==> src/rdc_pkg.sv <==
// Constants shared by the rate divider correction block
//------------------------------------------------------------------------------
// What this block does
// (RL1) Divide 32768 Hz oscillator down to 512 Hz tap
// (RL2) Normal second: 100 pulses per 512 taps
// (RL3) 100 Hz pulses clock the hundredths counter
// (RL4) Positive correction second uses 511 taps
// (RL5) Negative correction second uses 513 taps
// (RL6) Cycle is 8 minutes positive, 16 negative
// (RL7) Only first N seconds of cycle corrected
// (RL8) Magnitude: five low bits of register 08h
// (RL9) Sixth bit picks direction, one speeds up
// (RL10) Frequency test drives 512 Hz on shared pin
// (RL11) Test signal taken before the correction stage
// (RL12) Host rewrites correction at most once per cycle
// (RL13) Zero magnitude means normal ratio every second
// (RL14) Correction cycle aligned to minute boundaries
//------------------------------------------------------------------------------
package rdc_pkg;
  // Oscillator and tap rates
  localparam int unsigned OSC_HZ  = 32768;
  localparam int unsigned TAP_HZ  = 512;
  localparam int unsigned OSC_DIV = OSC_HZ / TAP_HZ;
  localparam logic [5:0]  DIV_LAST = 6'(OSC_DIV - 1);

  // Window lengths in taps, pulses per window
  localparam logic [9:0] NORMAL_LEN = 10'h200;
  localparam logic [9:0] FAST_LEN   = 10'h1ff;
  localparam logic [9:0] SLOW_LEN   = 10'h201;
  localparam logic [9:0] PULSES     = 10'h064;

  // Time counter limits and correction cycle lengths in minutes
  localparam logic [6:0] HUND_MAX  = 7'h63;
  localparam logic [5:0] SEC_MAX   = 6'h3b;
  localparam logic [5:0] MIN_MAX   = 6'h3b;
  localparam logic [3:0] POS_CYC_MASK = 4'h7;
  localparam logic [3:0] NEG_CYC_MASK = 4'hf;

  // Register offsets and reset values
  localparam logic [6:0] CAL_ADDR  = 7'h08;
  localparam logic [6:0] TRIM_ADDR = 7'h12;
  localparam logic [7:0] CAL_RST   = 8'h00;
  localparam logic [7:0] TRIM_RST  = 8'h00;

  // Correction register fields
  localparam int unsigned MAG_LSB  = 0;
  localparam int unsigned MAG_W    = 5;
  localparam int unsigned SIGN_BIT = 5;
  localparam int unsigned FT_BIT   = 6;
  localparam int unsigned OUT_BIT  = 7;

  // Serial command byte: write flag in the top bit
  localparam int unsigned SPI_WR_BIT = 7;
  localparam logic [2:0]  SPI_LAST_BIT = 3'h7;
endpackage

==> src/rdc_if.sv <==
// Link between the correction control and the ratio divider
interface rdc_if;
  logic       tick;
  logic [9:0] len;
  logic       pulse;
  logic       win_end;

  modport ctl (output tick, output len, input pulse, input win_end);
  modport div (input tick, input len, output pulse, output win_end);
endinterface

==> src/rdc_ratio_div.sv <==
// Ratio divider: turns len taps into exactly 100 evenly spread pulses
module rdc_ratio_div
  import rdc_pkg::*;
(
  input  wire logic sys_clk_in,
  input  wire logic rst_b_in,
  rdc_if.div        bus
);
  typedef struct packed {
    logic [9:0] idx;
    logic [9:0] acc;
    logic       pulse;
    logic       wend;
  } rdc_div_st_t;

  rdc_div_st_t q;
  rdc_div_st_t d;
  logic [9:0]  sum;

  // Accumulate 100 per tap, fire when the window length is reached
  always_comb begin
    d       = q;
    d.pulse = 1'b0;
    d.wend  = 1'b0;
    sum     = q.acc + PULSES;
    if (bus.tick) begin
      if (sum >= bus.len) begin // RL2
        d.pulse = 1'b1;
        d.acc   = sum - bus.len;
      end else begin
        d.acc = sum;
      end
      if (q.idx == bus.len - 10'h001) begin
        d.idx  = 10'h000;
        d.acc  = 10'h000;
        d.wend = 1'b1;
      end else begin
        d.idx = q.idx + 10'h001;
      end
    end
  end

  // State register
  always_ff @(posedge sys_clk_in) begin
    if (!rst_b_in) begin
      q <= '0;
    end else begin
      q <= d;
    end
  end

  assign bus.pulse   = q.pulse;
  assign bus.win_end = q.wend;
endmodule

==> src/rdc_top.sv <==
// Digital rate correction stage with serial register port and test pin
module rdc_top
  import rdc_pkg::*;
#(
  parameter int unsigned DIV_RATIO = OSC_DIV
)
(
  input  wire logic       sys_clk_in,
  input  wire logic       rst_b_in,
  input  wire logic       osc_in,
  input  wire logic       spi_sclk_in,
  input  wire logic       spi_cs_b_in,
  input  wire logic       spi_mosi_in,
  output logic            spi_miso_out,
  output logic            spi_miso_oe_out,
  output logic            shared_irq_test_output_pin_out,
  output logic            shared_irq_test_output_pin_oe_out,
  output logic            hundredths_tick_out,
  output logic [6:0]      hundredths_out,
  output logic [5:0]      seconds_out,
  output logic [5:0]      minutes_out,
  output logic [7:0]      cap_trim_out
);
  //----------------------------------------------------------------------------
  // State
  //----------------------------------------------------------------------------
  typedef struct packed {
    logic [2:0] osc_s;
    logic [2:0] sclk_s;
    logic [1:0] cs_s;
    logic [1:0] mosi_s;
    logic [5:0] div;
    logic [7:0] cal;
    logic [7:0] trim;
    logic [6:0] hund;
    logic       hund_tick;
    logic [5:0] sec;
    logic [5:0] min;
    logic [3:0] cyc;
    logic [9:0] len;
    logic [2:0] bit_cnt;
    logic [7:0] sh;
    logic [7:0] tx;
    logic [6:0] addr;
    logic       have_addr;
    logic       wr;
    logic       miso;
  } rdc_st_t;

  rdc_st_t q;
  rdc_st_t d;

  // Divider end count and square bit; ratio must be a power of two, 64 at most
  localparam logic [5:0]  DIV_END = 6'(DIV_RATIO - 1);
  localparam int unsigned SQ_BIT  = $clog2(DIV_RATIO) - 1;

  rdc_if link ();

  logic       osc_rise;
  logic       tap;
  logic       sclk_rise;
  logic       sclk_fall;
  logic       cs_act;
  logic [7:0] byte_in;
  logic [4:0] mag;
  logic       sign;
  logic       ft_en;

  //----------------------------------------------------------------------------
  // Combinational helpers
  //----------------------------------------------------------------------------
  // Edges seen only from second and third synchroniser stages
  assign osc_rise  = q.osc_s[1] & ~q.osc_s[2];
  assign tap       = osc_rise && (q.div == DIV_END); // RL1
  assign sclk_rise = q.sclk_s[1] & ~q.sclk_s[2];
  assign sclk_fall = ~q.sclk_s[1] & q.sclk_s[2];
  assign cs_act    = ~q.cs_s[1];
  assign byte_in   = {q.sh[6:0], q.mosi_s[1]};
  assign mag       = q.cal[MAG_LSB +: MAG_W]; // RL8
  assign sign      = q.cal[SIGN_BIT]; // RL9
  assign ft_en     = q.cal[FT_BIT];

  // Register read mux; unused offsets read zero
  function automatic logic [7:0] read_reg(input logic [6:0] a, input rdc_st_t s);
    logic [7:0] r;
    r = 8'h00;
    if (a == CAL_ADDR) begin
      r = s.cal;
    end else if (a == TRIM_ADDR) begin
      r = s.trim;
    end
    return r;
  endfunction

  // Window length for a given second and cycle minute
  function automatic logic [9:0] pick_len(input logic [5:0] s, input logic [3:0] c,
                                          input logic [4:0] m, input logic sg);
    logic [9:0] l;
    logic       aligned;
    l       = NORMAL_LEN;
    aligned = sg ? ((c & POS_CYC_MASK) == 4'h0) : ((c & NEG_CYC_MASK) == 4'h0); // RL6 RL14
    if ((m != 5'h00) && aligned && (s < {1'b0, m})) begin // RL7 RL13
      l = sg ? FAST_LEN : SLOW_LEN; // RL4 RL5
    end
    return l;
  endfunction

  //----------------------------------------------------------------------------
  // Next state
  //----------------------------------------------------------------------------
  always_comb begin
    d           = q;
    d.osc_s     = {q.osc_s[1:0], osc_in};
    d.sclk_s    = {q.sclk_s[1:0], spi_sclk_in};
    d.cs_s      = {q.cs_s[0], spi_cs_b_in};
    d.mosi_s    = {q.mosi_s[0], spi_mosi_in};
    d.hund_tick = 1'b0;

    // Free-running oscillator divider, also the test square wave
    if (osc_rise) begin
      d.div = (q.div == DIV_END) ? 6'h00 : q.div + 6'h01; // RL1 RL11
    end

    // Hundredths counter fed by the divider pulses
    if (link.pulse) begin
      d.hund_tick = 1'b1; // RL3
      d.hund      = (q.hund == HUND_MAX) ? 7'h00 : q.hund + 7'h01;
    end

    // Seconds and minutes; next window length chosen at each boundary
    if (link.win_end) begin
      d.hund = 7'h00;
      if (q.sec == SEC_MAX) begin
        d.sec = 6'h00;
        d.min = (q.min == MIN_MAX) ? 6'h00 : q.min + 6'h01;
        d.cyc = q.cyc + 4'h1; // RL14
      end else begin
        d.sec = q.sec + 6'h01;
      end
      d.len = pick_len(d.sec, d.cyc, mag, sign); // RL6 RL7
    end

    // Serial port, mode 0: sample on rise, shift out on fall
    if (!cs_act) begin
      d.bit_cnt   = 3'h0;
      d.have_addr = 1'b0;
      d.wr        = 1'b0;
    end else begin
      if (sclk_rise) begin
        d.sh      = byte_in;
        d.bit_cnt = q.bit_cnt + 3'h1;
        if (q.bit_cnt == SPI_LAST_BIT) begin
          if (!q.have_addr) begin
            d.have_addr = 1'b1;
            d.wr        = byte_in[SPI_WR_BIT];
            d.addr      = byte_in[6:0];
            d.tx        = read_reg(byte_in[6:0], q);
          end else begin
            if (q.wr) begin
              if (q.addr == CAL_ADDR) begin
                d.cal = byte_in; // RL8 RL9
              end else if (q.addr == TRIM_ADDR) begin
                d.trim = byte_in;
              end
            end
            d.addr = q.addr + 7'h01;
            d.tx   = read_reg(q.addr + 7'h01, q);
          end
        end
      end
      if (sclk_fall && q.have_addr && !q.wr) begin
        d.miso = q.tx[7];
        d.tx   = {q.tx[6:0], 1'b0};
      end
    end
  end

  //----------------------------------------------------------------------------
  // State register
  //----------------------------------------------------------------------------
  always_ff @(posedge sys_clk_in) begin
    if (!rst_b_in) begin
      q        <= '0;
      q.sclk_s <= 3'h0;
      q.cs_s   <= 2'h3;
      q.cal    <= CAL_RST;
      q.trim   <= TRIM_RST;
      q.len    <= NORMAL_LEN;
    end else begin
      q <= d;
    end
  end

  //----------------------------------------------------------------------------
  // Divider and outputs
  //----------------------------------------------------------------------------
  assign link.tick = tap;
  assign link.len  = q.len;

  rdc_ratio_div u_div (
    .sys_clk_in (sys_clk_in),
    .rst_b_in   (rst_b_in),
    .bus        (link)
  );

  // Test pin: 512 Hz square when enabled, else open-drain output level
  assign shared_irq_test_output_pin_out    = ft_en ? q.div[SQ_BIT] : 1'b0; // RL10 RL11
  assign shared_irq_test_output_pin_oe_out = ft_en | ~q.cal[OUT_BIT];
  assign spi_miso_out     = q.miso;
  assign spi_miso_oe_out  = cs_act && q.have_addr && !q.wr;
  assign hundredths_tick_out = q.hund_tick;
  assign hundredths_out   = q.hund;
  assign seconds_out      = q.sec;
  assign minutes_out      = q.min;
  assign cap_trim_out     = q.trim;

  // Pulse and tap counts within the current window
  logic [9:0] chk_pulses;
  logic [9:0] chk_taps;
  always_ff @(posedge sys_clk_in) begin
    if (!rst_b_in || link.win_end) begin
      chk_pulses <= 10'h000;
      chk_taps   <= 10'h000;
    end else begin
      chk_pulses <= chk_pulses + {9'h000, link.pulse};
      chk_taps   <= chk_taps + {9'h000, tap};
    end
  end

  // Oscillator rises since the last tap
  logic [6:0] chk_osc;
  always_ff @(posedge sys_clk_in) begin
    if (!rst_b_in || tap) begin
      chk_osc <= 7'h00;
    end else if (osc_rise) begin
      chk_osc <= chk_osc + 7'h01;
    end
  end
endmodule

==> config.mk <==
export PLATFORM = sky130hd
export DESIGN_NAME = rdc_top
export DESIGN_NICKNAME = d
export VERILOG_FILES = /design/src/rdc_pkg.sv /design/src/rdc_if.sv /design/src/rdc_ratio_div.sv /design/src/rdc_top.sv
export SDC_FILE = /design/constraint.sdc
export NUM_CORES = 1
export LEC_CHECK = 0
export BUFFER_PORTS_ARGS = -buffer_cell sky130_fd_sc_hd__buf_2
export CAP_MARGIN = 20
export CORE_ASPECT_RATIO = 0.6
export CORE_MARGIN = 10
export CORE_UTILIZATION = 57
export CTS_BUF_LIST = sky130_fd_sc_hd__clkbuf_4 sky130_fd_sc_hd__clkbuf_8
export DETAILED_ROUTE_END_ITERATION = 8
export PLACE_DENSITY = 0.75
export SYNTH_ARGS = -nofsm -noshare
export SYNTH_HDL_FRONTEND = slang
export SYNTH_SLANG_ARGS = --single-unit
==> constraint.sdc <==
create_clock -name sys_clk_in -period 3.17 [get_ports sys_clk_in]
set_input_delay 0.317 -clock sys_clk_in [delete_from_list [all_inputs] [get_ports sys_clk_in]]
set_output_delay 0.317 -clock sys_clk_in [all_outputs]
set_load 0.01 [all_outputs]
Word level (Yosys, flattened, before mapping)
Cells that the tools add are included.
{"block": "classes", "n_addsub": 11, "order_cmp": 2, "n_eq_ne": 13, "muxes": 26, "bitwise": 12, "reduce_logical": 25}
{"cell": "2-to-1 mux 10 bit", "count": 7}
{"cell": "2-to-1 mux 8 bit", "count": 5}
{"cell": "2-to-1 mux 17 bit", "count": 2}
{"cell": "2-to-1 mux 6 bit", "count": 4}
{"cell": "== test 7 x 4 -> 1 bit (second input constant)", "count": 3}
{"cell": "== test 7 x 5 -> 1 bit (second input constant)", "count": 3}
{"cell": "adder 6 x 1 -> 6 bit (second input constant)", "count": 3}
{"cell": "== test 6 bit (second input constant)", "count": 3}
{"cell": "2-to-1 mux 15 bit", "count": 1}
{"cell": "adder 7 x 1 -> 7 bit (second input constant)", "count": 2}
{"cell": "adder 10 x 1 -> 10 bit (second input constant)", "count": 1}
{"cell": "adder 10 x 7 -> 10 bit (second input constant)", "count": 1}
{"cell": "== test 10 bit", "count": 1}
{"cell": ">= comparator 10 bit", "count": 1}
{"cell": "AND reduction 2 bit", "count": 5}
{"cell": "subtractor 10 x 1 -> 10 bit (second input constant)", "count": 1}
{"cell": "subtractor 10 bit", "count": 1}
{"cell": "AND reduction 3 bit", "count": 3}
{"cell": "logical NOT 4 bit", "count": 2}
{"cell": "inverter 1 bit", "count": 8}
{"cell": "== test 7 bit (second input constant)", "count": 1}
{"cell": "logical AND 1 bit", "count": 7}
{"cell": "2-to-1 mux 7 bit", "count": 1}
{"cell": "AND reduction 7 bit", "count": 1}
{"cell": "other kinds (13)", "count": 22}
{"block": "totals", "ff_bits": 116, "output_inout_bits": 32, "elab_cells": 113}

Depth between registers and ports, before layout
{"block": "depth", "ltp_word": 9, "ltp_mapped": 14, "depth_no_buf": 13}

By module
From an unflattened synthesis, not the netlist that was laid out.
{"block": "hier_totals", "hier_cells": 748, "hier_area_um2": 6432.4}
{"module": "rdc_top", "n_inst": 1, "cells_each": 501, "area_each_um2": 4449.3}
{"module": "rdc_ratio_div", "n_inst": 1, "cells_each": 247, "area_each_um2": 1983.2}

Worst setup path after synthesis
OpenSTA, ideal clock, no wires.
{"block": "synth_path", "path_type": "reg-to-reg", "from": "register u_div.q[6] in the netlist's numbering", "to": "register u_div.q[11] in the netlist's numbering", "arrival_time_ns": 2.522, "required_time_ns": 3.048, "slack_ns": 0.526, "stages_incl_launch_ff": 13, "path_buffers": 1, "synth_period_minus_slack_ns": 2.644, "cell_sequence": "dfxtp_1 > and3_1 > nor3_1 > xnor2_1 > ha_1 > and3_1 > nand2_1 > a21oi_1 > o32a_1 > clkbuf_1 > nor2_1 > a22oi_1 > o21ai_1"}
{"block": "synth_between", "elab_chain_len": 4}
{"element": "start, declared", "line": "rdc_ratio_div.sv:16", "rtl": "rdc_div_st_t q;"}
{"element": "start signal, assigned", "line": "rdc_ratio_div.sv:46", "rtl": "q <= '0;"}
{"element": "start signal, assigned", "line": "rdc_ratio_div.sv:48", "rtl": "q <= d;"}
{"element": "adder 10 x 7 -> 10 bit (*)", "line": "rdc_ratio_div.sv:25", "rtl": "sum = q.acc + PULSES;"}
{"element": "subtractor 10 bit / >= comparator 10 bit (equally long branches)", "line": "rdc_ratio_div.sv:29, rdc_ratio_div.sv:27"}
{"element": "2-to-1 mux 10 bit (*)", "line": "rdc_ratio_div.sv:27", "rtl": "if (sum >= bus.len) begin"}
{"element": "2-to-1 mux 10 bit (*)", "line": "rdc_ratio_div.sv:33", "rtl": "if (q.idx == bus.len - 10'h001) begin"}
Every way passes the cells marked *; elsewhere a longest branch is shown, timed or not.
A chain may end at the register's enable or synchronous reset.

Worst setup path in the final report
{"block": "layout_path", "from": "register u_div.q[6] in the netlist's numbering", "to": "register u_div.q[6] in the netlist's numbering"}
The elaborated chain is that of the path after synthesis.

==> results_dict.tcl <==
set metrics [dict create \
    finish.net_count 714 \
    min_path_type "in -> reg" \
    gp_congestion 0.9144 \
    drt-initial-drc-count 431 \
    synthFlopType "dfxtp_1" \
    antenna_found_initial 0 \
    synth_fp_nets 705 \
    syn_area_um2 5886 \
    cellLeakagePower_nw 2.444 \
    root_buffer "clkbuf_8" \
    fin_crit_sh_pct 95.50 \
    coreArea_um2 9950 \
    reg2reg_from "u_div.q[6]$_SDFFE_PN0P_" \
    syn_inst 667 \
    ys_warn_count 0 \
    grt_max_degree 43 \
    clock_path_buffers 2 \
    post_route_cells_drive_above_1_share_pct 11.01 \
    skew_ns 0.01383 \
    cp_max_fo 10 \
    postCtsHoldBufs 0 \
    ant_nets 0 \
    setup.worst_path.start "u_div.q[6]$_SDFFE_PN0P_" \
    clock_latency_ns 0.38 \
    die_y_um 98.71 \
    area_growth_pct 5.102 \
    cts_resized 0 \
    final_util_pct 62.17 \
    start_util_pct 59.15 \
    clk_transition_reported_paths_ns 0.11 \
    io_pins 38 \
    yosysSeqAreaShare_pct 37.07 \
    crit_path_end "u_div.q[6]$_SDFFE_PN0P_" \
    p_per_area_nw_per_um2 359.6 \
    multi_input_area_um2 3322 \
    drt-wirelength-per-cell_um 16.28 \
    drt_first_pass_iters 5 \
    post-cts-setup-buffers 0 \
    yosys.area.top_type "dfxtp_1" \
    fillers 877 \
    worstPathArrival_ns 3.32 \
    io_buffers 37 \
    hold_violations 0 \
    synthArstFlopShare_pct 0 \
    detailed_place.area_um2 5988 \
    cp-start-kind "flip-flop" \
    seqCellArea_um2 2182 \
    synth-edff-count 0 \
    ir_drop_uv 281.9 \
    drt_wl_total_mm 13.28 \
    synth.ff_latch_count 109 \
    cts_tree "done" \
    diodes 0 \
    synth.distinct_cells 57 \
    grt_pass1_vias 4297 \
    rows 28 \
    period_minus_slack_ns 3.027 \
    grt-ovfl-total 0 \
    finalPower_mw 2.224 \
    crit_type "reg -> reg" \
    setup_violations 0 \
    reg2regPathDepth 12 \
    cts_made_buffers 9 \
    cp_data_required_time_ns 3.47 \
    hpwlAfterDp_mm 10.02 \
    final_common_cell "dfxtp_1" \
    grt_usage_pct 17.84 \
    timing.rr.end "u_div.q[6]$_SDFFE_PN0P_" \
    post-route-cell-area_um2 6186 \
    worst_pin_slew_ns 0.7645 \
    slew_headroom_pct 48.85 \
    grt_first_pass_wirelength_mm 21.86 \
    synth_area_per_cell_um2 8.824 \
    cts_num_sinks 109 \
    via_per_inst 5.786 \
    vias 4721 \
    status "complete, no violations" \
    drc 0 \
    synth_top_area_share_pct 37.07 \
    regToRegSetupSlack_ns 0.14 \
    die_x_um 151.2 \
    fmax_mhz 330.3 \
    drv_slew 0 \
    crit_path_end_kind "flip-flop" \
    maxCapViolations 0 \
    dieArea_um2 14920 \
    htree_levels 3 \
    layout_common_cells "dfxtp_1 (109), nand2_1 (51), nor2_1 (50), buf_2 (37), nor2b_1 (36)" \
    yosys-top-cells-area "dfxtp_1 (37%), ha_1 (6.6%), mux2i_1 (5.8%)" \
]
[how the worst min path moves through the flow]
stage	from	end	slack [ns]	cells past startpoint
floorplan	d[88]$_SDFF_PN1_	q[88]$_SDFF_PN1_	0.39	1
global placement	d[88]$_SDFF_PN1_	q[88]$_SDFF_PN1_	0.39	1
CTS	spi_cs_b_in	d[88]$_SDFF_PN1_	0.11	2
finish	spi_cs_b_in	d[88]$_SDFF_PN1_	0.12	2
detailed placement	d[88]$_SDFF_PN1_	q[88]$_SDFF_PN1_	0.39	1
global route	spi_cs_b_in	d[88]$_SDFF_PN1_	0.11	2
[per-layer routing]
metal / wire length (µm) / GRT usage, % / vias up
met5: 0 / 0 / -
met2: 5273 / 23.37 / 136
met1: 6867 / 27.25 / 2233
met4: 95 / 3.758 / 0
met3: 1046 / 5.662 / 9
li1: - / - / 2343
[cell type report]
| type | instances | area share [%] |
|---|---|---|
| clock inverter | 7 | 0.9102 |
| inverter | 20 | 1.214 |
| clock buffer | 9 | 2.002 |
| timing repair buffer | 47 | 4.167 |
| sequential | 109 | 35.28 |
| tap | 135 | 2.731 |
| multi-input combinational | 489 | 53.70 |
[flip-flops by register name, summed over array words and instances (netlist names)]
| signal | flops |
|---|---|
| mag | 5 |
| spi_miso_out | 1 |
| hundredths_tick_out | 1 |
| seconds_out | 6 |
| u_div.bus.win_end | 1 |
| cap_trim_out | 8 |
| ft_en | 1 |
| u_div.bus.pulse | 1 |
| link.len | 3 |
| u_div.q | 20 |
| minutes_out | 6 |
| hundredths_out | 7 |
| d | 6 |
| q | 35 |
| byte_in | 8 |
[cell usage after synthesis, types with 16 or more instances]
cell and instances:
dfxtp_1 109, nand2_1 51, nor2_1 50, nor2b_1 36
mux2i_1 34, ha_1 31, a21oi_1 30, buf_4 28
o21ai_0 26, xor2_1 26, a22oi_1 21, inv_1 20
xnor2_1 19, and2_1 18, nor3_1 16
[worst max-delay path, stage by stage (launching register included)]
cell	delay, ns
dfxtp_1	0.39
and3_1	0.26
nor3_2	0.29
xnor2_1	0.20
ha_1	0.32
and3_1	0.21
nand2_1	0.07
a21oi_1	0.06
o32a_2	0.49
buf_4	0.19
nor3b_1	0.23
a21oi_1	0.06
o21ai_0	0.19
[stage by stage]
stage	setup TNS (ns)	hold WS, ns	std cells	setup slack (ns)
floorplan	0	0.3863	667	0.5260
global placement	0	0.3925	799	0.2096
detailed placement	0	0.3909	799	0.08369
CTS	0	0.1109	815	0.06295
global route	-0.02712	0.1114	816	-0.02712
finish	0	0.1214	816	0.1427
[where the power goes]
part | leakage, nW | switching, mW | total [mW] | internal [mW]
Clock | 0.0910 | 0.502 | 0.800 | 0.298
Combinational | 1.47 | 0.0262 | 0.0454 | 0.0192
Sequential | 0.880 | 0.00390 | 1.38 | 1.37
Total | 2.44 | 0.533 | 2.22 | 1.69
[logic make-up (layout without fill, tap and decap cells)]
kind of cell | count (synthesis) | after routing | share of synthesized area (%)
flops | 109 | 109 | 37.07
mux | 34 | 34 | 5.782
simple gates | 242 | 242 | 21.36
xor+xnor | 45 | 45 | 6.696
compound gates | 136 | 136 | 15.45
fa+ha+maj | 32 | 32 | 6.930
buf+inv | 69 | 83 | 6.696
(Power assumes the default switching activity.)
